==> src/inc/bridge_pkg.sv <==
// Package with register map, field layout and timing constants for the bridge gate command logic
package bridge_pkg;
    localparam int unsigned CLK_PERIOD_NS = 100;
    localparam int unsigned DT_STEP_NS = 50;
    localparam int unsigned DT_MIN_NS = 100;
    localparam int unsigned DT_WIDTH = 6;
    localparam int unsigned DT_MIN_CODE = DT_MIN_NS / DT_STEP_NS;
    localparam int unsigned STEPS_PER_CLK = CLK_PERIOD_NS / DT_STEP_NS;
    localparam int unsigned CNT_WIDTH = 8;
    localparam logic [11:0] ADDR_CONTROL = 12'h000;
    localparam logic [11:0] ADDR_DEADTIME = 12'h004;
    localparam logic [11:0] ADDR_STATUS = 12'h008;
    localparam int unsigned CTRL_AH = 0;
    localparam int unsigned CTRL_AL = 1;
    localparam int unsigned CTRL_BH = 2;
    localparam int unsigned CTRL_BL = 3;
    localparam logic [3:0] CTRL_RESET = 4'h0;
    localparam logic [5:0] DT_RESET = 6'h00;
    localparam logic [1:0] RESP_OKAY = 2'b00;
    localparam logic [1:0] RESP_SLVERR = 2'b10;

    typedef struct packed {
        logic high;
        logic low;
    } gate_pair_t;
endpackage : bridge_pkg

==> src/logic/phase_dead_timer.sv <==
// One half-bridge phase: lockout, dead-time insertion and top-off pump enable
`timescale 1ns/10ps
`default_nettype none
module phase_dead_timer #(
    parameter int unsigned CW = bridge_pkg::CNT_WIDTH
) (
    input wire logic sys_clk,
    input wire logic nrst,
    input wire logic clkEn,
    input wire logic highReq,
    input wire logic lowReq,
    input wire logic [CW-1:0] gapCycles,
    output var bridge_pkg::gate_pair_t gate,
    output logic pumpOn
);
    logic [CW-1:0] gapLeft;
    logic bothReq;
    logic gapDone;
    logic noGap;
    logic next_high;
    logic next_low;

    assign bothReq = highReq && lowReq;
    assign gapDone = (gapLeft == '0);
    // Zero dead time lets one side hand over to the other on the same edge
    assign noGap = (gapCycles == '0);

    always_comb begin
        next_high = highReq && !bothReq && (!gate.low || noGap) && gapDone;
        next_low = lowReq && !bothReq && (!gate.high || noGap) && gapDone;
    end

    always_ff @(posedge sys_clk) begin
        if (!nrst) begin
            gate <= '0;
        end else if (clkEn) begin
            gate.high <= next_high;
            gate.low <= next_low;
        end
    end

    // Gap starts when either switch turns off; zero gap disables it
    always_ff @(posedge sys_clk) begin
        if (!nrst) begin
            gapLeft <= '0;
        end else if (clkEn) begin
            if ((gate.high && !next_high) || (gate.low && !next_low)) begin
                // Turn-off edge itself is the first gap cycle
                gapLeft <= noGap ? '0 : gapCycles - 1'b1;
            end else if (!gapDone) begin
                gapLeft <= gapLeft - 1'b1;
            end
        end
    end

    always_ff @(posedge sys_clk) begin
        if (!nrst) begin
            pumpOn <= 1'b0;
        end else if (clkEn) begin
            pumpOn <= gate.high;
        end
    end

    a_no_shoot_through: assert property (@(posedge sys_clk) disable iff (!nrst) !(gate.high && gate.low))
        else $error("both gates of a phase on");
    a_both_forces_off: assert property (@(posedge sys_clk) disable iff (!nrst)
        (clkEn && bothReq) |=> (!gate.high && !gate.low))
        else $error("both requested but a gate stayed on");
    a_pump_follows: assert property (@(posedge sys_clk) disable iff (!nrst)
        (clkEn && !gate.high) |=> !pumpOn)
        else $error("pump running without high-side on");
    a_gap_respected: assert property (@(posedge sys_clk) disable iff (!nrst)
        (clkEn && !gapDone) |=> !($rose(gate.high) || $rose(gate.low)))
        else $error("turn-on during dead time");
endmodule : phase_dead_timer
`default_nettype wire

==> src/logic/bridge_gate_ctrl.sv <==
// Top: AXI4-Lite registers, input polarity, request merge, enable gating for two phases
//
// Register access over AXI4-Lite and the register addresses are this design's own decisions.
`timescale 1ns/10ps
`default_nettype none
// Notes on behaviour
// - The top-off pump of a phase follows its high-side drive one clock later, on the cycle after the drive is on.
// - A gate command of 1 turns the switch on and 0 turns it off.
// - Dead time is the six-bit field times 50 ns, counted on the system clock.
// - Field values 1 and 2 both give 100 ns, and the top is 3.2 us.
// - A zero field gives no gap but keeps the lockout.
// - A turn-on is delayed only within one dead time of either gate of the phase turning off.
// - Phase A high and phase B low inputs are active high, the other two active low.
// - Each gate has one active-high control register bit.
// - Each request is the corrected input ORed with its register bit.
// - A disconnected input reads inactive.
// - Both gates of a phase never turn on together; a double request turns both off.
// - Phases run independently while sharing one dead-time setting.
// - The enable input gates outputs directly, past the phase logic.
module bridge_gate_ctrl #(
    parameter int unsigned DTW = bridge_pkg::DT_WIDTH
) (
    input wire logic sys_clk,
    input wire logic nrst,
    input wire logic clkEn,
    input wire logic phase_a_high_request,
    input wire logic phase_a_low_request_neg,
    input wire logic phase_b_high_request_neg,
    input wire logic phase_b_low_request,
    input wire logic outputEnable,
    input wire logic [11:0] s_axi_awaddr,
    input wire logic s_axi_awvalid,
    output logic s_axi_awready,
    input wire logic [31:0] s_axi_wdata,
    input wire logic [3:0] s_axi_wstrb,
    input wire logic s_axi_wvalid,
    output logic s_axi_wready,
    output logic [1:0] s_axi_bresp,
    output logic s_axi_bvalid,
    input wire logic s_axi_bready,
    input wire logic [11:0] s_axi_araddr,
    input wire logic s_axi_arvalid,
    output logic s_axi_arready,
    output logic [31:0] s_axi_rdata,
    output logic [1:0] s_axi_rresp,
    output logic s_axi_rvalid,
    input wire logic s_axi_rready,
    output logic [1:0] high_side_gate_out,
    output logic [1:0] low_side_gate_out,
    output logic [1:0] topOffPumpOn
);
    logic [3:0] ctrlBits;
    logic [DTW-1:0] dead_time_count;
    logic [11:0] awAddr;
    logic awHeld;
    logic [31:0] wData;
    logic [3:0] wStrb;
    logic wHeld;
    logic [3:0] pinReq;
    logic [3:0] gateReq;
    logic [DTW-1:0] dtEff;
    logic [bridge_pkg::CNT_WIDTH-1:0] gapCycles;
    bridge_pkg::gate_pair_t phaseGate [2];
    logic [1:0] pumpRaw;
    logic [3:0] statusBits;

    // Write channel: address and data captured in either order
    assign s_axi_awready = clkEn && !awHeld && !s_axi_bvalid;
    assign s_axi_wready = clkEn && !wHeld && !s_axi_bvalid;

    always_ff @(posedge sys_clk) begin
        if (!nrst) begin
            awHeld <= 1'b0;
            awAddr <= 12'h000;
        end else if (clkEn) begin
            if (s_axi_awvalid && s_axi_awready) begin
                awHeld <= 1'b1;
                awAddr <= s_axi_awaddr;
            end else if (awHeld && wHeld) begin
                awHeld <= 1'b0;
            end
        end
    end

    always_ff @(posedge sys_clk) begin
        if (!nrst) begin
            wHeld <= 1'b0;
            wData <= 32'h0000_0000;
            wStrb <= 4'h0;
        end else if (clkEn) begin
            if (s_axi_wvalid && s_axi_wready) begin
                wHeld <= 1'b1;
                wData <= s_axi_wdata;
                wStrb <= s_axi_wstrb;
            end else if (awHeld && wHeld) begin
                wHeld <= 1'b0;
            end
        end
    end

    always_ff @(posedge sys_clk) begin
        if (!nrst) begin
            s_axi_bvalid <= 1'b0;
            s_axi_bresp <= bridge_pkg::RESP_OKAY;
        end else if (clkEn) begin
            if (awHeld && wHeld) begin
                s_axi_bvalid <= 1'b1;
                if (awAddr == bridge_pkg::ADDR_CONTROL || awAddr == bridge_pkg::ADDR_DEADTIME) begin
                    s_axi_bresp <= bridge_pkg::RESP_OKAY;
                end else begin
                    s_axi_bresp <= bridge_pkg::RESP_SLVERR;
                end
            end else if (s_axi_bready) begin
                s_axi_bvalid <= 1'b0;
            end
        end
    end

    // Register writes on the cycle both halves are held
    always_ff @(posedge sys_clk) begin
        if (!nrst) begin
            ctrlBits <= bridge_pkg::CTRL_RESET;
            dead_time_count <= bridge_pkg::DT_RESET;
        end else if (clkEn && awHeld && wHeld && wStrb[0]) begin
            if (awAddr == bridge_pkg::ADDR_CONTROL) begin
                ctrlBits <= wData[3:0];
            end
            if (awAddr == bridge_pkg::ADDR_DEADTIME) begin
                dead_time_count <= wData[DTW-1:0];
            end
        end
    end

    // Read channel
    assign s_axi_arready = clkEn && !s_axi_rvalid;
    assign statusBits = {low_side_gate_out[1], high_side_gate_out[1], low_side_gate_out[0], high_side_gate_out[0]};

    always_ff @(posedge sys_clk) begin
        if (!nrst) begin
            s_axi_rvalid <= 1'b0;
            s_axi_rdata <= 32'h0000_0000;
            s_axi_rresp <= bridge_pkg::RESP_OKAY;
        end else if (clkEn) begin
            if (s_axi_arvalid && s_axi_arready) begin
                s_axi_rvalid <= 1'b1;
                s_axi_rresp <= bridge_pkg::RESP_OKAY;
                unique case (s_axi_araddr)
                    bridge_pkg::ADDR_CONTROL: s_axi_rdata <= {28'h000_0000, ctrlBits};
                    bridge_pkg::ADDR_DEADTIME: s_axi_rdata <= {26'h000_0000, dead_time_count};
                    bridge_pkg::ADDR_STATUS: s_axi_rdata <= {26'h000_0000, topOffPumpOn, statusBits};
                    default: begin
                        s_axi_rdata <= 32'h0000_0000;
                        s_axi_rresp <= bridge_pkg::RESP_SLVERR;
                    end
                endcase
            end else if (s_axi_rready) begin
                s_axi_rvalid <= 1'b0;
            end
        end
    end

    // Polarity correction; pins float to inactive outside this block
    assign pinReq[bridge_pkg::CTRL_AH] = phase_a_high_request;
    assign pinReq[bridge_pkg::CTRL_AL] = !phase_a_low_request_neg;
    assign pinReq[bridge_pkg::CTRL_BH] = !phase_b_high_request_neg;
    assign pinReq[bridge_pkg::CTRL_BL] = phase_b_low_request;
    assign gateReq = pinReq | ctrlBits;

    // Codes 1 and 2 share the 100 ns floor; 50 ns steps round up to whole clocks
    always_comb begin
        dtEff = dead_time_count;
        if (dead_time_count != '0 && dead_time_count < DTW'(bridge_pkg::DT_MIN_CODE)) begin
            dtEff = DTW'(bridge_pkg::DT_MIN_CODE);
        end
        gapCycles = (bridge_pkg::CNT_WIDTH'(dtEff) + bridge_pkg::CNT_WIDTH'(bridge_pkg::STEPS_PER_CLK - 1))
            / bridge_pkg::CNT_WIDTH'(bridge_pkg::STEPS_PER_CLK);
    end

    genvar ph;
    generate
        for (ph = 0; ph < 2; ph++) begin : g_phase
            phase_dead_timer #(
                .CW(bridge_pkg::CNT_WIDTH)
            ) u_phase (
                .sys_clk(sys_clk),
                .nrst(nrst),
                .clkEn(clkEn),
                .highReq(gateReq[2*ph]),
                .lowReq(gateReq[2*ph+1]),
                .gapCycles(gapCycles),
                .gate(phaseGate[ph]),
                .pumpOn(pumpRaw[ph])
            );
            assign high_side_gate_out[ph] = phaseGate[ph].high && outputEnable;
            assign low_side_gate_out[ph] = phaseGate[ph].low && outputEnable;
            assign topOffPumpOn[ph] = pumpRaw[ph] && outputEnable;
        end
    endgenerate

    a_enable_cuts: assert property (@(posedge sys_clk) disable iff (!nrst)
        !outputEnable |-> (high_side_gate_out == 2'b00 && low_side_gate_out == 2'b00))
        else $error("gate on while disabled");
    a_ctrl_write: assert property (@(posedge sys_clk) disable iff (!nrst)
        (clkEn && awHeld && wHeld && wStrb[0] && awAddr == bridge_pkg::ADDR_CONTROL)
        |=> ctrlBits == $past(wData[3:0]))
        else $error("control bits not written");
    a_dt_floor: assert property (@(posedge sys_clk) disable iff (!nrst)
        (dead_time_count == 6'h01 || dead_time_count == 6'h02) |-> gapCycles == 8'h01)
        else $error("short dead time not raised to floor");
    a_dt_zero: assert property (@(posedge sys_clk) disable iff (!nrst)
        dead_time_count == 6'h00 |-> gapCycles == 8'h00)
        else $error("zero dead time still gaps");
    a_dt_top: assert property (@(posedge sys_clk) disable iff (!nrst)
        dead_time_count == 6'h3f |-> gapCycles == 8'h20)
        else $error("dead time scaling wrong");
    a_or_merge: assert property (@(posedge sys_clk) disable iff (!nrst)
        gateReq[0] == (phase_a_high_request || ctrlBits[0]))
        else $error("request merge wrong");
endmodule : bridge_gate_ctrl
`default_nettype wire

==> config.mk <==
export PLATFORM = sky130hd
export DESIGN_NAME = bridge_gate_ctrl
export DESIGN_NICKNAME = d
export VERILOG_FILES = /design/src/inc/bridge_pkg.sv /design/src/logic/phase_dead_timer.sv /design/src/logic/bridge_gate_ctrl.sv
export SDC_FILE = /design/constraint.sdc
export NUM_CORES = 1
export LEC_CHECK = 0
export ABC_AREA = 0
export BUFFER_PORTS_ARGS = -buffer_cell sky130_fd_sc_hd__buf_2
export CAP_MARGIN = 20
export CORE_UTILIZATION = 45
export CTS_BUF_LIST = sky130_fd_sc_hd__clkbuf_4 sky130_fd_sc_hd__clkbuf_8
export DETAILED_ROUTE_END_ITERATION = 10
export GPL_TIMING_DRIVEN = 0
export PLACE_DENSITY_LB_ADDON = 0.15
export SYNTH_ARGS = -nofsm -noshare
export SYNTH_HDL_FRONTEND = slang
export SYNTH_HIERARCHICAL = 1
export SYNTH_SLANG_ARGS = --single-unit
==> constraint.sdc <==
create_clock -name sys_clk -period 3.33 [get_ports sys_clk]
set_clock_uncertainty 0.1 [all_clocks]
set_input_delay 0.1665 -clock sys_clk [delete_from_list [all_inputs] [get_ports sys_clk]]
set_output_delay 0.1665 -clock sys_clk [all_outputs]
set_load 0.02 [all_outputs]
# Yosys cells after proc, flatten, opt, wreduce, memory -nomap -nowiden
# Cells that the tools add are included.
[word_totals]
reg_bits = 91
in_bits = 73
output_inout_bits = 47
wordCells = 130
[op_classes]
addsub = 4
n_lt_le_gt_ge = 1
eq_ne = 5
n_mux = 16
n_bitwise = 1
n_reduce_logical = 83
[op_table]
columns = ["op", "count"]
rows = [
  ["$mux 8", 5],
  ["$logic_and 1x1->1", 37],
  ["$eq 12x3->1 const B", 2],
  ["$logic_not 12->1", 2],
  ["$logic_not 8->1", 3],
  ["$reduce_and 2->1", 12],
  ["$pmux 6 s3", 1],
  ["$logic_not 1->1", 16],
  ["$sub 8x1->8 const B", 2],
  ["$eq 12x4->1 const B", 1],
  ["$reduce_bool 2->1", 4],
  ["$add 6x1->7 const B", 1],
  ["$logic_or 1x1->1", 7],
  ["$mux 1", 7],
  ["$sub 6x1->7 const B", 1],
  ["$lt 6x2->1 const B", 1],
  ["$mux 6", 1],
  ["$reduce_bool 6->1", 1],
  ["$mux 2", 2],
  ["$ne 2x2->1 const B", 2],
  ["$or 4x4->4", 1],
  ["$reduce_or 3->1", 1],
]

# Logic depth before layout (Yosys ltp)
# Gate-level depths: netlist of the first run.
[logic_depth]
depth_word = 13
ltp_mapped = 12
depth_no_buf = 12

# By module
# The synthesis of the first run kept the hierarchy.
[modules_own_cells]
columns = ["module", "instances", "cells_per_inst", "area_each_um2", "seq_area_each_um2"]
rows = [
  ["bridge_gate_ctrl", 1, 245, 2159.6, 820.8],
  ["phase_dead_timer", 2, 115, 958.4, 220.2],
]

# Worst setup path after synthesis of the first run
# Ideal clock, no wire load.
[synth_path]
path_type = "flip-flop to flip-flop"
startpoint = "reg dead_time_count[2]"
endpoint = "reg g_phase[0].u_phase.gapLeft[4]"
setup_ps = 75
t_arrival_ps = 2361
t_required_ps = 3155
slack_ps = 794
path_stages_with_launch = 12
path_buffers = 0
period_less_slack_ps = 2536
path_cell_list = "dfxtp_1 > nor4_1 > a21boi_0 > ha_1 > xor2_1 > inv_1 > ha_1 > or3b_2 > nor3_1 > a21o_1 > mux2i_1 > o22ai_1"
[synth_via]
elab_chain_cells = 13
elab_cells_between_ends = 22
cone_classes = "2 x add/sub; 1 x order compare; 1 x eq/ne; 3 x mux; 15 x reduce/logical"
[synth_lines]
columns = ["item", "line", "text"]
rows = [
  ["start: declaration", "bridge_gate_ctrl.sv:53", "logic [DTW-1:0] dead_time_count;"],
  ["start signal: assignment", "bridge_gate_ctrl.sv:123", "dead_time_count <= bridge_pkg::DT_RESET;"],
  ["start signal: assignment", "bridge_gate_ctrl.sv:129", "dead_time_count <= wData[DTW-1:0];"],
  ["$lt 6x2->1 / $reduce_bool 6->1 (equally long branches)", "bridge_gate_ctrl.sv:172", "if (dead_time_count != '0 && dead_time_count < DTW'(bridge_pkg::DT_MIN_CODE)) begin"],
  ["$logic_and 1x1->1", "bridge_gate_ctrl.sv:172", ""],
  ["$mux 6 *", "bridge_gate_ctrl.sv:172", ""],
  ["$add 6x1->7 *", "bridge_gate_ctrl.sv:175", "gapCycles = (bridge_pkg::CNT_WIDTH'(dtEff) + bridge_pkg::CNT_WIDTH'(bridge_pkg::STEPS_PER_CLK - 1))"],
  ["net gapCycles (one bit)", "bridge_gate_ctrl.sv:62", "logic [bridge_pkg::CNT_WIDTH-1:0] gapCycles;"],
  ["$logic_not 8->1", "phase_dead_timer.sv:26", "assign noGap = (gapCycles == '0);"],
  ["$logic_or 1x1->1 (on tied branches)", "phase_dead_timer.sv:29, phase_dead_timer.sv:30", ""],
  ["$logic_and 1x1->1 (on tied branches) (2 in a row)", "phase_dead_timer.sv:29, phase_dead_timer.sv:30", ""],
  ["$logic_not 1->1", "phase_dead_timer.sv:47", "if ((gate.high && !next_high) || (gate.low && !next_low)) begin"],
  ["$logic_and 1x1->1", "phase_dead_timer.sv:47", ""],
  ["$logic_or 1x1->1", "phase_dead_timer.sv:47", ""],
  ["$ne 2x2->1 (no source line)", "n/a", ""],
  ["$reduce_and 2->1 (no source line)", "n/a", ""],
  ["end signal: assignment", "phase_dead_timer.sv:49", "gapLeft <= noGap ? '0 : gapCycles - 1'b1;"],
  ["end signal: assignment", "phase_dead_timer.sv:51", "gapLeft <= gapLeft - 1'b1;"],
  ["end: declaration", "phase_dead_timer.sv:16", "logic [CW-1:0] gapLeft;"],
]
# Mark *: on every way through the listed nets, which the timed path passes. The rest lies on a longest branch.
# A chain may end at the register's enable or synchronous reset.

# Worst setup path in the final report of the first run
[layout_path]
startpoint = "reg dead_time_count[2]"
endpoint = "reg g_phase[0].u_phase/gate[1] (netlist bit)"
[layout_via]
elab_chain_cells = 8
elab_cells_between_ends = 9
cone_classes = "1 x add/sub; 1 x order compare; 1 x mux; 6 x reduce/logical"
[layout_lines]
columns = ["item", "line", "text"]
rows = [
  ["$lt 6x2->1 / $reduce_bool 6->1 (equally long branches)", "bridge_gate_ctrl.sv:172", ""],
  ["$logic_and 1x1->1 *", "bridge_gate_ctrl.sv:172", ""],
  ["$mux 6 *", "bridge_gate_ctrl.sv:172", ""],
  ["$add 6x1->7 *", "bridge_gate_ctrl.sv:175", ""],
  ["net gapCycles (one bit)", "bridge_gate_ctrl.sv:62", ""],
  ["$logic_not 8->1 *", "phase_dead_timer.sv:26", ""],
  ["$logic_or 1x1->1 *", "phase_dead_timer.sv:29", "next_high = highReq && !bothReq && (!gate.low || noGap) && gapDone;"],
  ["$logic_and 1x1->1 * (2 in a row)", "phase_dead_timer.sv:29", ""],
  ["end: declaration", "phase_dead_timer.sv:13", "output var bridge_pkg::gate_pair_t gate,"],
]
# Marks and branches as above.

==> results of run 1 <==
-- power by group --
part	switching [µW]	leakage, µW	internal [µW]
Combinational	664	0.00175	632
Sequential	121	0.000513	860
Clock	353	0.000114	431
-- path summary, 6_finish.rpt --
check,cells past startpoint,startpoint,end
worst max-delay path,9,dead_time_count[2]$_SDFFE_PN0P_,g_phase[0].u_phase/gate[1]$_SDFFE_PN0P_
worst min-delay path,4,s_axi_rready,s_axi_rvalid$_SDFFE_PN0P_
worst max register to register,9,dead_time_count[2]$_SDFFE_PN0P_,g_phase[0].u_phase/gate[1]$_SDFFE_PN0P_
worst min register to register,2,awAddr[11]$_SDFFE_PN0P_,awAddr[11]$_SDFFE_PN0P_
-- flip-flops by register name, summed over array words and instances, names as in the netlist --
name / count
s_axi_rdata: 6
awHeld: 1
s_axi_bvalid: 1
dead_time_count: 6
ctrlBits: 4
wData: 6
g_phase.u_phase/gate: 4
s_axi_bresp: 1
wStrb: 1
g_phase.u_phase/pumpOn: 2
wHeld: 1
awAddr: 12
s_axi_rvalid: 1
g_phase.u_phase/gapLeft: 16
s_axi_rresp: 1
-- layer usage --
| layer | GRT usage [%] | part of all wire [%] | vias to the layer above |
|---|---|---|---|
| met5 | 0 | 0 | - |
| met4 | 6.31 | 1.2 | 0 |
| met3 | 5.04 | 4.1 | 10 |
| met2 | 36.9 | 50 | 71 |
| met1 | 26.4 | 45 | 1758 |
| li1 | - | - | 1887 |
-- metrics by stage --
step / utilization (%) / cells / power, µW / hold WS [ps]
after floorplan: - / 518 / 2000 / 201
after global placement: 53.4 / 687 / 2230 / 319
after detailed placement: 53.5 / 688 / 2260 / 312
after CTS: 58.2 / 723 / 3060 / 12.2
after global routing: 58.2 / 723 / 3270 / 44.6
final: 58.2 / 723 / 3060 / 24.8
-- cell usage in the layout, fill, tap and decap left out, types with 9 or more instances in the layout --
master         instances
a21boi_0              14
a21oi_1               11
and2_1                11
buf_2                 68
buf_4                 33
clkbuf_8               9
conb_1                44
dfxtp_1               63
dlygate4sd3_1         19
inv_1                 11
mux2i_1               25
nand2_1               77
nand2b_1               9
nor2_1                12
nor2b_1               22
nor3_1                13
nor3b_1               10
o211a_1               11
o22ai_1               12
-- worst min-delay path, delay by kind of cell --
kind / cells / cell delay, ps
AND/OR/NAND/NOR: 2 / 100
buffers and inverters: 1 / 80
AO/OA/AOI/OAI: 1 / 70
-- area by class of cell --
type                    instances  share of cell area, %
clock buffers                   9                   2.43
flip-flops and latches         63                   24.7
plain buffers                  49                   6.86
repair buffers                 81                   9.86
well taps                     108                   2.65
multi-input cells             395                   50.6
inverters                      11                  0.809
clock inverters                 7                   2.03
-- kinds of logic after synthesis --
logic type	count (synthesis)	synth area share (%)
AO/OA/AOI/OAI	99	18.0
XOR/XNOR	8	1.72
adder cells (fa/ha/maj)	7	2.15
buffers and inverters	60	9.61
flip-flops	63	30.9
multiplexers	29	7.24
other	1	0.0920
AND/OR/NAND/NOR	208	30.2
==> impl_metrics.ini, run 1 <==
[status]
outcome = finished, final reports clean

[global_routing]
grt_pass1_wl_mm = 16.8
globalRouteOverflowTotal = 0
grt_antenna_before_repair = 0
grt_max_degree = 14
grt_pass1_vias = 3546
grt_usage_pct = 21.4

[floorplan]
die_x_um = 97.2
design.portCount = 120
dieArea_um2 = 9440
rows = 34
die_y_um = 97.2
initial_core_util_pct = 46.5
coreArea_um2 = 8760

[clock_tree]
post_cts_buffers = 0
cts_tree = done
cts.clk_slew.worst_paths_ps = 90
clock_path_buffers = 2
cts_root_buf = clkbuf_8
cts_made_buffers = 9
post_cts_resized = 0
h-tree-depth = 3
cts.sinks = 63
cts_hold_buf = 19
clkLatencyLatePin_ps = 340

[cells_and_area]
fillerInstances = 818
multi_input_area_um2 = 2580
stdcell_area_um2 = 5100
drive_above_1_share_pct = 26.7
area_growth_pct = 25.2
seq_area_um2 = 1260
antenna_cells = 0
fin_nets = 690

[yosys]
ys_ff_latch = 63
seq_area_frac_synth_pct = 30.9
synth_edf_count = 0
synth.most_common_cell = nand2_1
yosysTopAreaCell = dfxtp_1
netlist_instances = 475
async_reset_ff_share_pct = 0
synthTopCellsByCount = nand2_1 (77), dfxtp_1 (63), buf_4 (32)
synthTopCellsByArea = dfxtp_1 (31%), nand2_1 (7.1%), mux2i_1 (6.1%), buf_4 (5.9%), nor2b_1 (3.4%)
netlist-cell-type-count = 53
avgSynthCellArea_um2 = 8.58
yosys_warnings = 6
yosys.area.top_type_share_pct = 30.9
synth_ff_type = dfxtp_1
synth_area_um2 = 4080

[sta]
tns_ps = 0
slew_viol_final = 0
rsz0062_at_grt = false
min_period_ps = 2990
fin_crit_sh_pct = 89.8
setup_violations = 0
setup_ws_ps = 340
relSlewSlack_pct = 48.7
worstMarginPinSlew_ps = 763
timing.final.hold_violations = 0
fmax_ghz = 0.334

[worst_setup_path]
cp_cell_sequence = nor4_1, a21boi_0, ha_1, inv_1, ha_1, nor3b_1, nand2_1, a2111oi_0, o21a_1
cp_slowest_cell = a2111oi_0
cpMostUsedCell = ha_1
max_stage_delay_ps = 460
critPathCaptureType = register
critPathTopFamily = simple AND/OR/NAND/NOR gates
path_class = reg2reg
rrSetupSlack_ps = 340
cp-start-kind = register
crit_arrival_ps = 3190
cp_max_fo = 10
required_ps = 3530
worst-path-buf-inv = 1

[place]
gp_congestion = 0.831
dp_slack_ps = 360
portBuffers = 61
hpwlAfterDp_mm = 7.37
postPlaceCellArea_um2 = 4690

[detailed_routing]
drt_iter0_markers = 122
drt-wirelength-per-cell_um = 13.6
via_count = 3726
wl_mm = 9.83
drc = 0
viasPerCell = 5.15
drtAntennaViolNets = 0
firstDrtPassIters = 4

[pwr]
vdd_drop_max_mv = 0.298
leakagePower_uw = 0.00238
powerDensity_nw_per_um2 = 600

[job]
maxCapViolations = 0

[hold_path]
hold_class = in2reg
(Power assumes the default switching activity.)
==> inputs of run 2 (changes only) <==
==> constraint.sdc (replaced) <==
create_clock -name sys_clk -period 3.33 [get_ports sys_clk]
set_clock_uncertainty 0.1 [all_clocks]
set_input_delay 0.333 -clock sys_clk [delete_from_list [all_inputs] [get_ports sys_clk]]
set_output_delay 0.333 -clock sys_clk [all_outputs]
set_load 0.02 [all_outputs]
==> impl_metrics.ini, run 2 (same netlist as run 1, synthesis figures left out) <==
[pwr]
leakagePower_uw = 0.00230
design_power_total_uw = 3040
vdd_drop_max_mv = 0.293
powerDensity_nw_per_um2 = 618

[place]
portBuffers = 61
gp_congestion = 0.831
hpwlAfterDp_mm = 7.37

[sta]
fmax_ghz = 0.334
relSlewSlack_pct = 49.1
rsz0062_at_grt = false
fin_crit_sh_pct = 90.0
setup_violations = 0
worstMarginPinSlew_ps = 757
slew_viol_final = 0
timing.final.hold_violations = 0
min_period_ps = 3000
tns_ps = 0

[clock_tree]
cts_made_buffers = 9
cts_tree = done
cts_root_buf = clkbuf_8
cts_hold_buf = 0
clock_path_buffers = 2
cts.clk_slew.worst_paths_ps = 90
h-tree-depth = 3
cts.sinks = 63
clkLatencyLatePin_ps = 340
post_cts_buffers = 0
post_cts_resized = 0

[detailed_routing]
viasPerCell = 5.11
wl_mm = 9.57
drc = 0
drtAntennaViolNets = 0
firstDrtPassIters = 4
drt-wirelength-per-cell_um = 13.6
via_count = 3599
drt_iter0_markers = 129

[cells_and_area]
fillerInstances = 851
final_common_cell = nand2_1
area_growth_pct = 20.5
antenna_cells = 0
final_cell_mix = nand2_1 (77), buf_2 (68), dfxtp_1 (63)
drive_above_1_share_pct = 27.5
largest_reg_flops = 16
largest-register = g_phase.u_phase/gapLeft
fin_nets = 671
reg_top3 = g_phase.u_phase/gapLeft: 16 flops, awAddr: 12 flops

[worst_setup_path]
timing.rr.start = dead_time_count[2]$_SDFFE_PN0P_
cp_cell_sequence = nor4_1, a21boi_0, ha_1, inv_1, ha_1, nor3b_1, nand2_1, a2111oi_0, o21a_1
cp_max_fo = 10
crit_start = dead_time_count[2]$_SDFFE_PN0P_
cpMostUsedCell = ha_1
critPathCaptureType = register
crit_arrival_ps = 3200
cp_slowest_cell = a2111oi_0
reg2regPathDepth = 9
worst-path-buf-inv = 1
max_stage_delay_ps = 470
rrSetupSlack_ps = 330
required_ps = 3530
cp-start-kind = register
critPathTopFamily = simple AND/OR/NAND/NOR gates
r2r-end = g_phase[0].u_phase/gate[1]$_SDFFE_PN0P_
path_class = reg2reg

[hold_path]
min_to = awAddr[11]$_SDFFE_PN0P_
worstHoldPathCells = 3
min_from = s_axi_awaddr[11]
hold_class = in2reg

[floorplan]
rows = 34
die_y_um = 97.2
die_x_um = 97.2
initial_core_util_pct = 46.5
coreArea_um2 = 8760
design.portCount = 120
dieArea_um2 = 9440

[job]
maxCapViolations = 0

[status]
outcome = finished, final reports clean

[global_routing]
grt_pass1_vias = 3457
grt_max_degree = 14
grt_antenna_before_repair = 0
globalRouteOverflowTotal = 0
grt_usage_pct = 20.9
grt_pass1_wl_mm = 16.4
## run 2: worst max-delay path by stage
stage,endpoint,cells past startpoint
finish,g_phase[0].u_phase/gate[1]$_SDFFE_PN0P_,9
global route,g_phase[0].u_phase/gate[1]$_SDFFE_PN0P_,10
CTS,g_phase[0].u_phase/gate[1]$_SDFFE_PN0P_,9
detailed placement,g_phase[0].u_phase/gate[1]$_SDFFE_PN0P_,9
global placement,g_phase[0].u_phase/gate[1]$_SDFFE_PN0P_,9
floorplan,g_phase[0].u_phase/gapLeft[4]$_SDFFE_PN0P_,11
## run 2: metal layers
layer  track usage [%]  wire [µm]  vias to the layer above
met5                 0          0                        -
met4              6.31        135                        0
met3              5.18        395                       11
met2              35.4       4770                       66
met1              26.2       4260                     1678
li1                  -          -                     1844
## run 2: power breakdown
part	switching [µW]	total [µW]	leakage (µW)	internal (µW)
Combinational	659	1280	0.00167	618
Clock	349	780	0.000114	431
Sequential	121	980	0.000513	860
Total	1130	3040	0.00230	1910
## run 2: cell type report
type                            instances  area [µm²]  share of cell area (%)
Multi-Input combinational cell        395        2580                    52.6
Sequential cell                        63        1260                    25.7
Buffer                                 49         350                    7.13
Timing Repair Buffer                   62         313                    6.37
Tap cell                              108         135                    2.75
Clock buffer                            9         124                    2.52
Clock inverter                          7         104                    2.11
Inverter                               11        41.3                   0.840
## run 2: per-stage QoR
step	instance area, µm²	util (%)	worst slack [ps]	hold slack (ps)	std cells
2_1_floorplan	4240	-	794	335	518
3_3_place_gp	4680	53.4	457	345	687
3_5_place_dp	4690	53.5	360	352	688
4_1_cts	4910	56.1	339	109	704
5_1_grt	4910	56.1	37.1	111	704
6_report	4910	56.1	332	122	704
## run 2: worst reg2reg max path, cell delays in order, from the launching register on
cell and delay (ps):
dfxtp_1 390, nor4_1 370, a21boi_0 160, ha_1 430, inv_1 100, ha_1 200, nor3b_1 360, nand2_1 220
a2111oi_0 470, o21a_1 150
==> inputs of run 3 (changes only) <==
--- a/config.mk
+++ b/config.mk
@@ -8,7 +8,7 @@
 export ABC_AREA = 0
 export BUFFER_PORTS_ARGS = -buffer_cell sky130_fd_sc_hd__buf_2
 export CAP_MARGIN = 20
-export CORE_UTILIZATION = 45
+export CORE_UTILIZATION = 34
 export CTS_BUF_LIST = sky130_fd_sc_hd__clkbuf_4 sky130_fd_sc_hd__clkbuf_8
 export DETAILED_ROUTE_END_ITERATION = 10
 export GPL_TIMING_DRIVEN = 0
==> impl_metrics.ini, run 3 (same netlist as run 1, synthesis figures left out) <==
[cells_and_area]
final_cell_mix = nand2_1 (77), buf_2 (68), dfxtp_1 (63)
reg_top3 = g_phase.u_phase/gapLeft: 16 flops, awAddr: 12 flops
antenna_cells = 0
fin_nets = 671
area_growth_pct = 22.0
stdcell_area_um2 = 4970
largest-register = g_phase.u_phase/gapLeft
final_common_cell = nand2_1
largest_reg_flops = 16
drive_above_1_share_pct = 27.5
finish.utilization_pct = 43.0

[floorplan]
dieArea_um2 = 12400
design.portCount = 120
die_x_um = 111
initial_core_util_pct = 35.2
die_y_um = 111
coreArea_um2 = 11600
rows = 39

[global_routing]
grt_usage_pct = 17.3
globalRouteOverflowTotal = 0
grt_pass1_wl_mm = 17.1
grt_max_degree = 13
grt_pass1_vias = 3471
grt_antenna_before_repair = 0

[place]
hpwlAfterDp_mm = 7.78
portBuffers = 61
gp_congestion = 0.803
postPlaceCellArea_um2 = 4730

[sta]
relSlewSlack_pct = 50.6
min_period_ps = 2960
tns_ps = 0
worstMarginPinSlew_ps = 736
fmax_ghz = 0.337
rsz0062_at_grt = false
timing.final.hold_violations = 0
slew_viol_final = 0
fin_crit_sh_pct = 89.0
setup_violations = 0

[job]
maxCapViolations = 0

[pwr]
vdd_drop_max_mv = 0.221
powerDensity_nw_per_um2 = 622
design_power_total_uw = 3100
leakagePower_uw = 0.00230

[detailed_routing]
drc = 4
wl_mm = 10.1
firstDrtPassIters = 8
via_count = 3578
drtAntennaViolNets = 0
viasPerCell = 4.84
drt-wirelength-per-cell_um = 13.6
drt_iter0_markers = 187

[clock_tree]
cts_hold_buf = 0
h-tree-depth = 3
post_cts_buffers = 0
cts.clk_slew.worst_paths_ps = 80
cts_root_buf = clkbuf_8
cts.sinks = 63
clkLatencyLatePin_ps = 350
cts_tree = done
cts_made_buffers = 9
clock_path_buffers = 2
post_cts_resized = 0

[worst_setup_path]
path_class = reg2reg
crit_arrival_ps = 3170
required_ps = 3530
cp_max_fo = 10
cp-start-kind = register
critPathCaptureType = register

[status]
violations = design-rule violations
outcome = finished, violations left

[hold_path]
hold_class = in2reg
-- run 3: per-layer routing --
layer	vias up	wire [µm]	GRT usage [%]
li1	1850	-	-
met1	1642	4860	22.2
met2	68	4560	27.8
met3	18	341	3.27
met4	0	295	8.65
met5	-	0	0
-- run 3: area by class of cell --
| type | instances | area [µm²] |
|---|---|---|
| multi-input combinational | 395 | 2580 |
| clock inverter | 7 | 120 |
| sequential | 63 | 1260 |
| clock buffer | 9 | 124 |
| buffer | 49 | 350 |
| inverter | 11 | 41.3 |
| tap | 143 | 179 |
| fill | 1198 | 6590 |
| timing repair buffer | 62 | 313 |
-- run 3: final timing paths --
check,depth (start not counted),start,slack (ps),to
max,9,dead_time_count[2]$_SDFFE_PN0P_,370,g_phase[0].u_phase/gate[1]$_SDFFE_PN0P_
min,3,s_axi_awaddr[5],120,awAddr[5]$_SDFFE_PN0P_
max reg2reg,9,dead_time_count[2]$_SDFFE_PN0P_,370,g_phase[0].u_phase/gate[1]$_SDFFE_PN0P_
min reg2reg,2,s_axi_rdata[0]$_SDFFE_PN0P_,370,s_axi_rdata[0]$_SDFFE_PN0P_
-- run 3: stage by stage --
step                      setup slack (ps)  std cells  hold WS (ps)
after global routing                  39.6        739           118
after floorplan                        794        518           335
after CTS                              371        739           106
after detailed placement               381        723           347
final                                  367        739           123
after global placement                 452        722           350
-- run 3: critical path, stage by stage (launching register included) --
cell	delay [ps]
dfxtp_1	380
nor4_1	360
a21boi_0	150
ha_1	420
inv_1	100
ha_1	200
nor3b_1	340
nand2_1	220
a2111oi_0	490
o21a_1	160
-- run 3: power breakdown --
| group | internal (µW) | leakage [µW] | switching (µW) |
|---|---|---|---|
| registers | 860 | 0.000513 | 121 |
| logic | 617 | 0.00167 | 664 |
| clock network | 500 | 0.000120 | 335 |
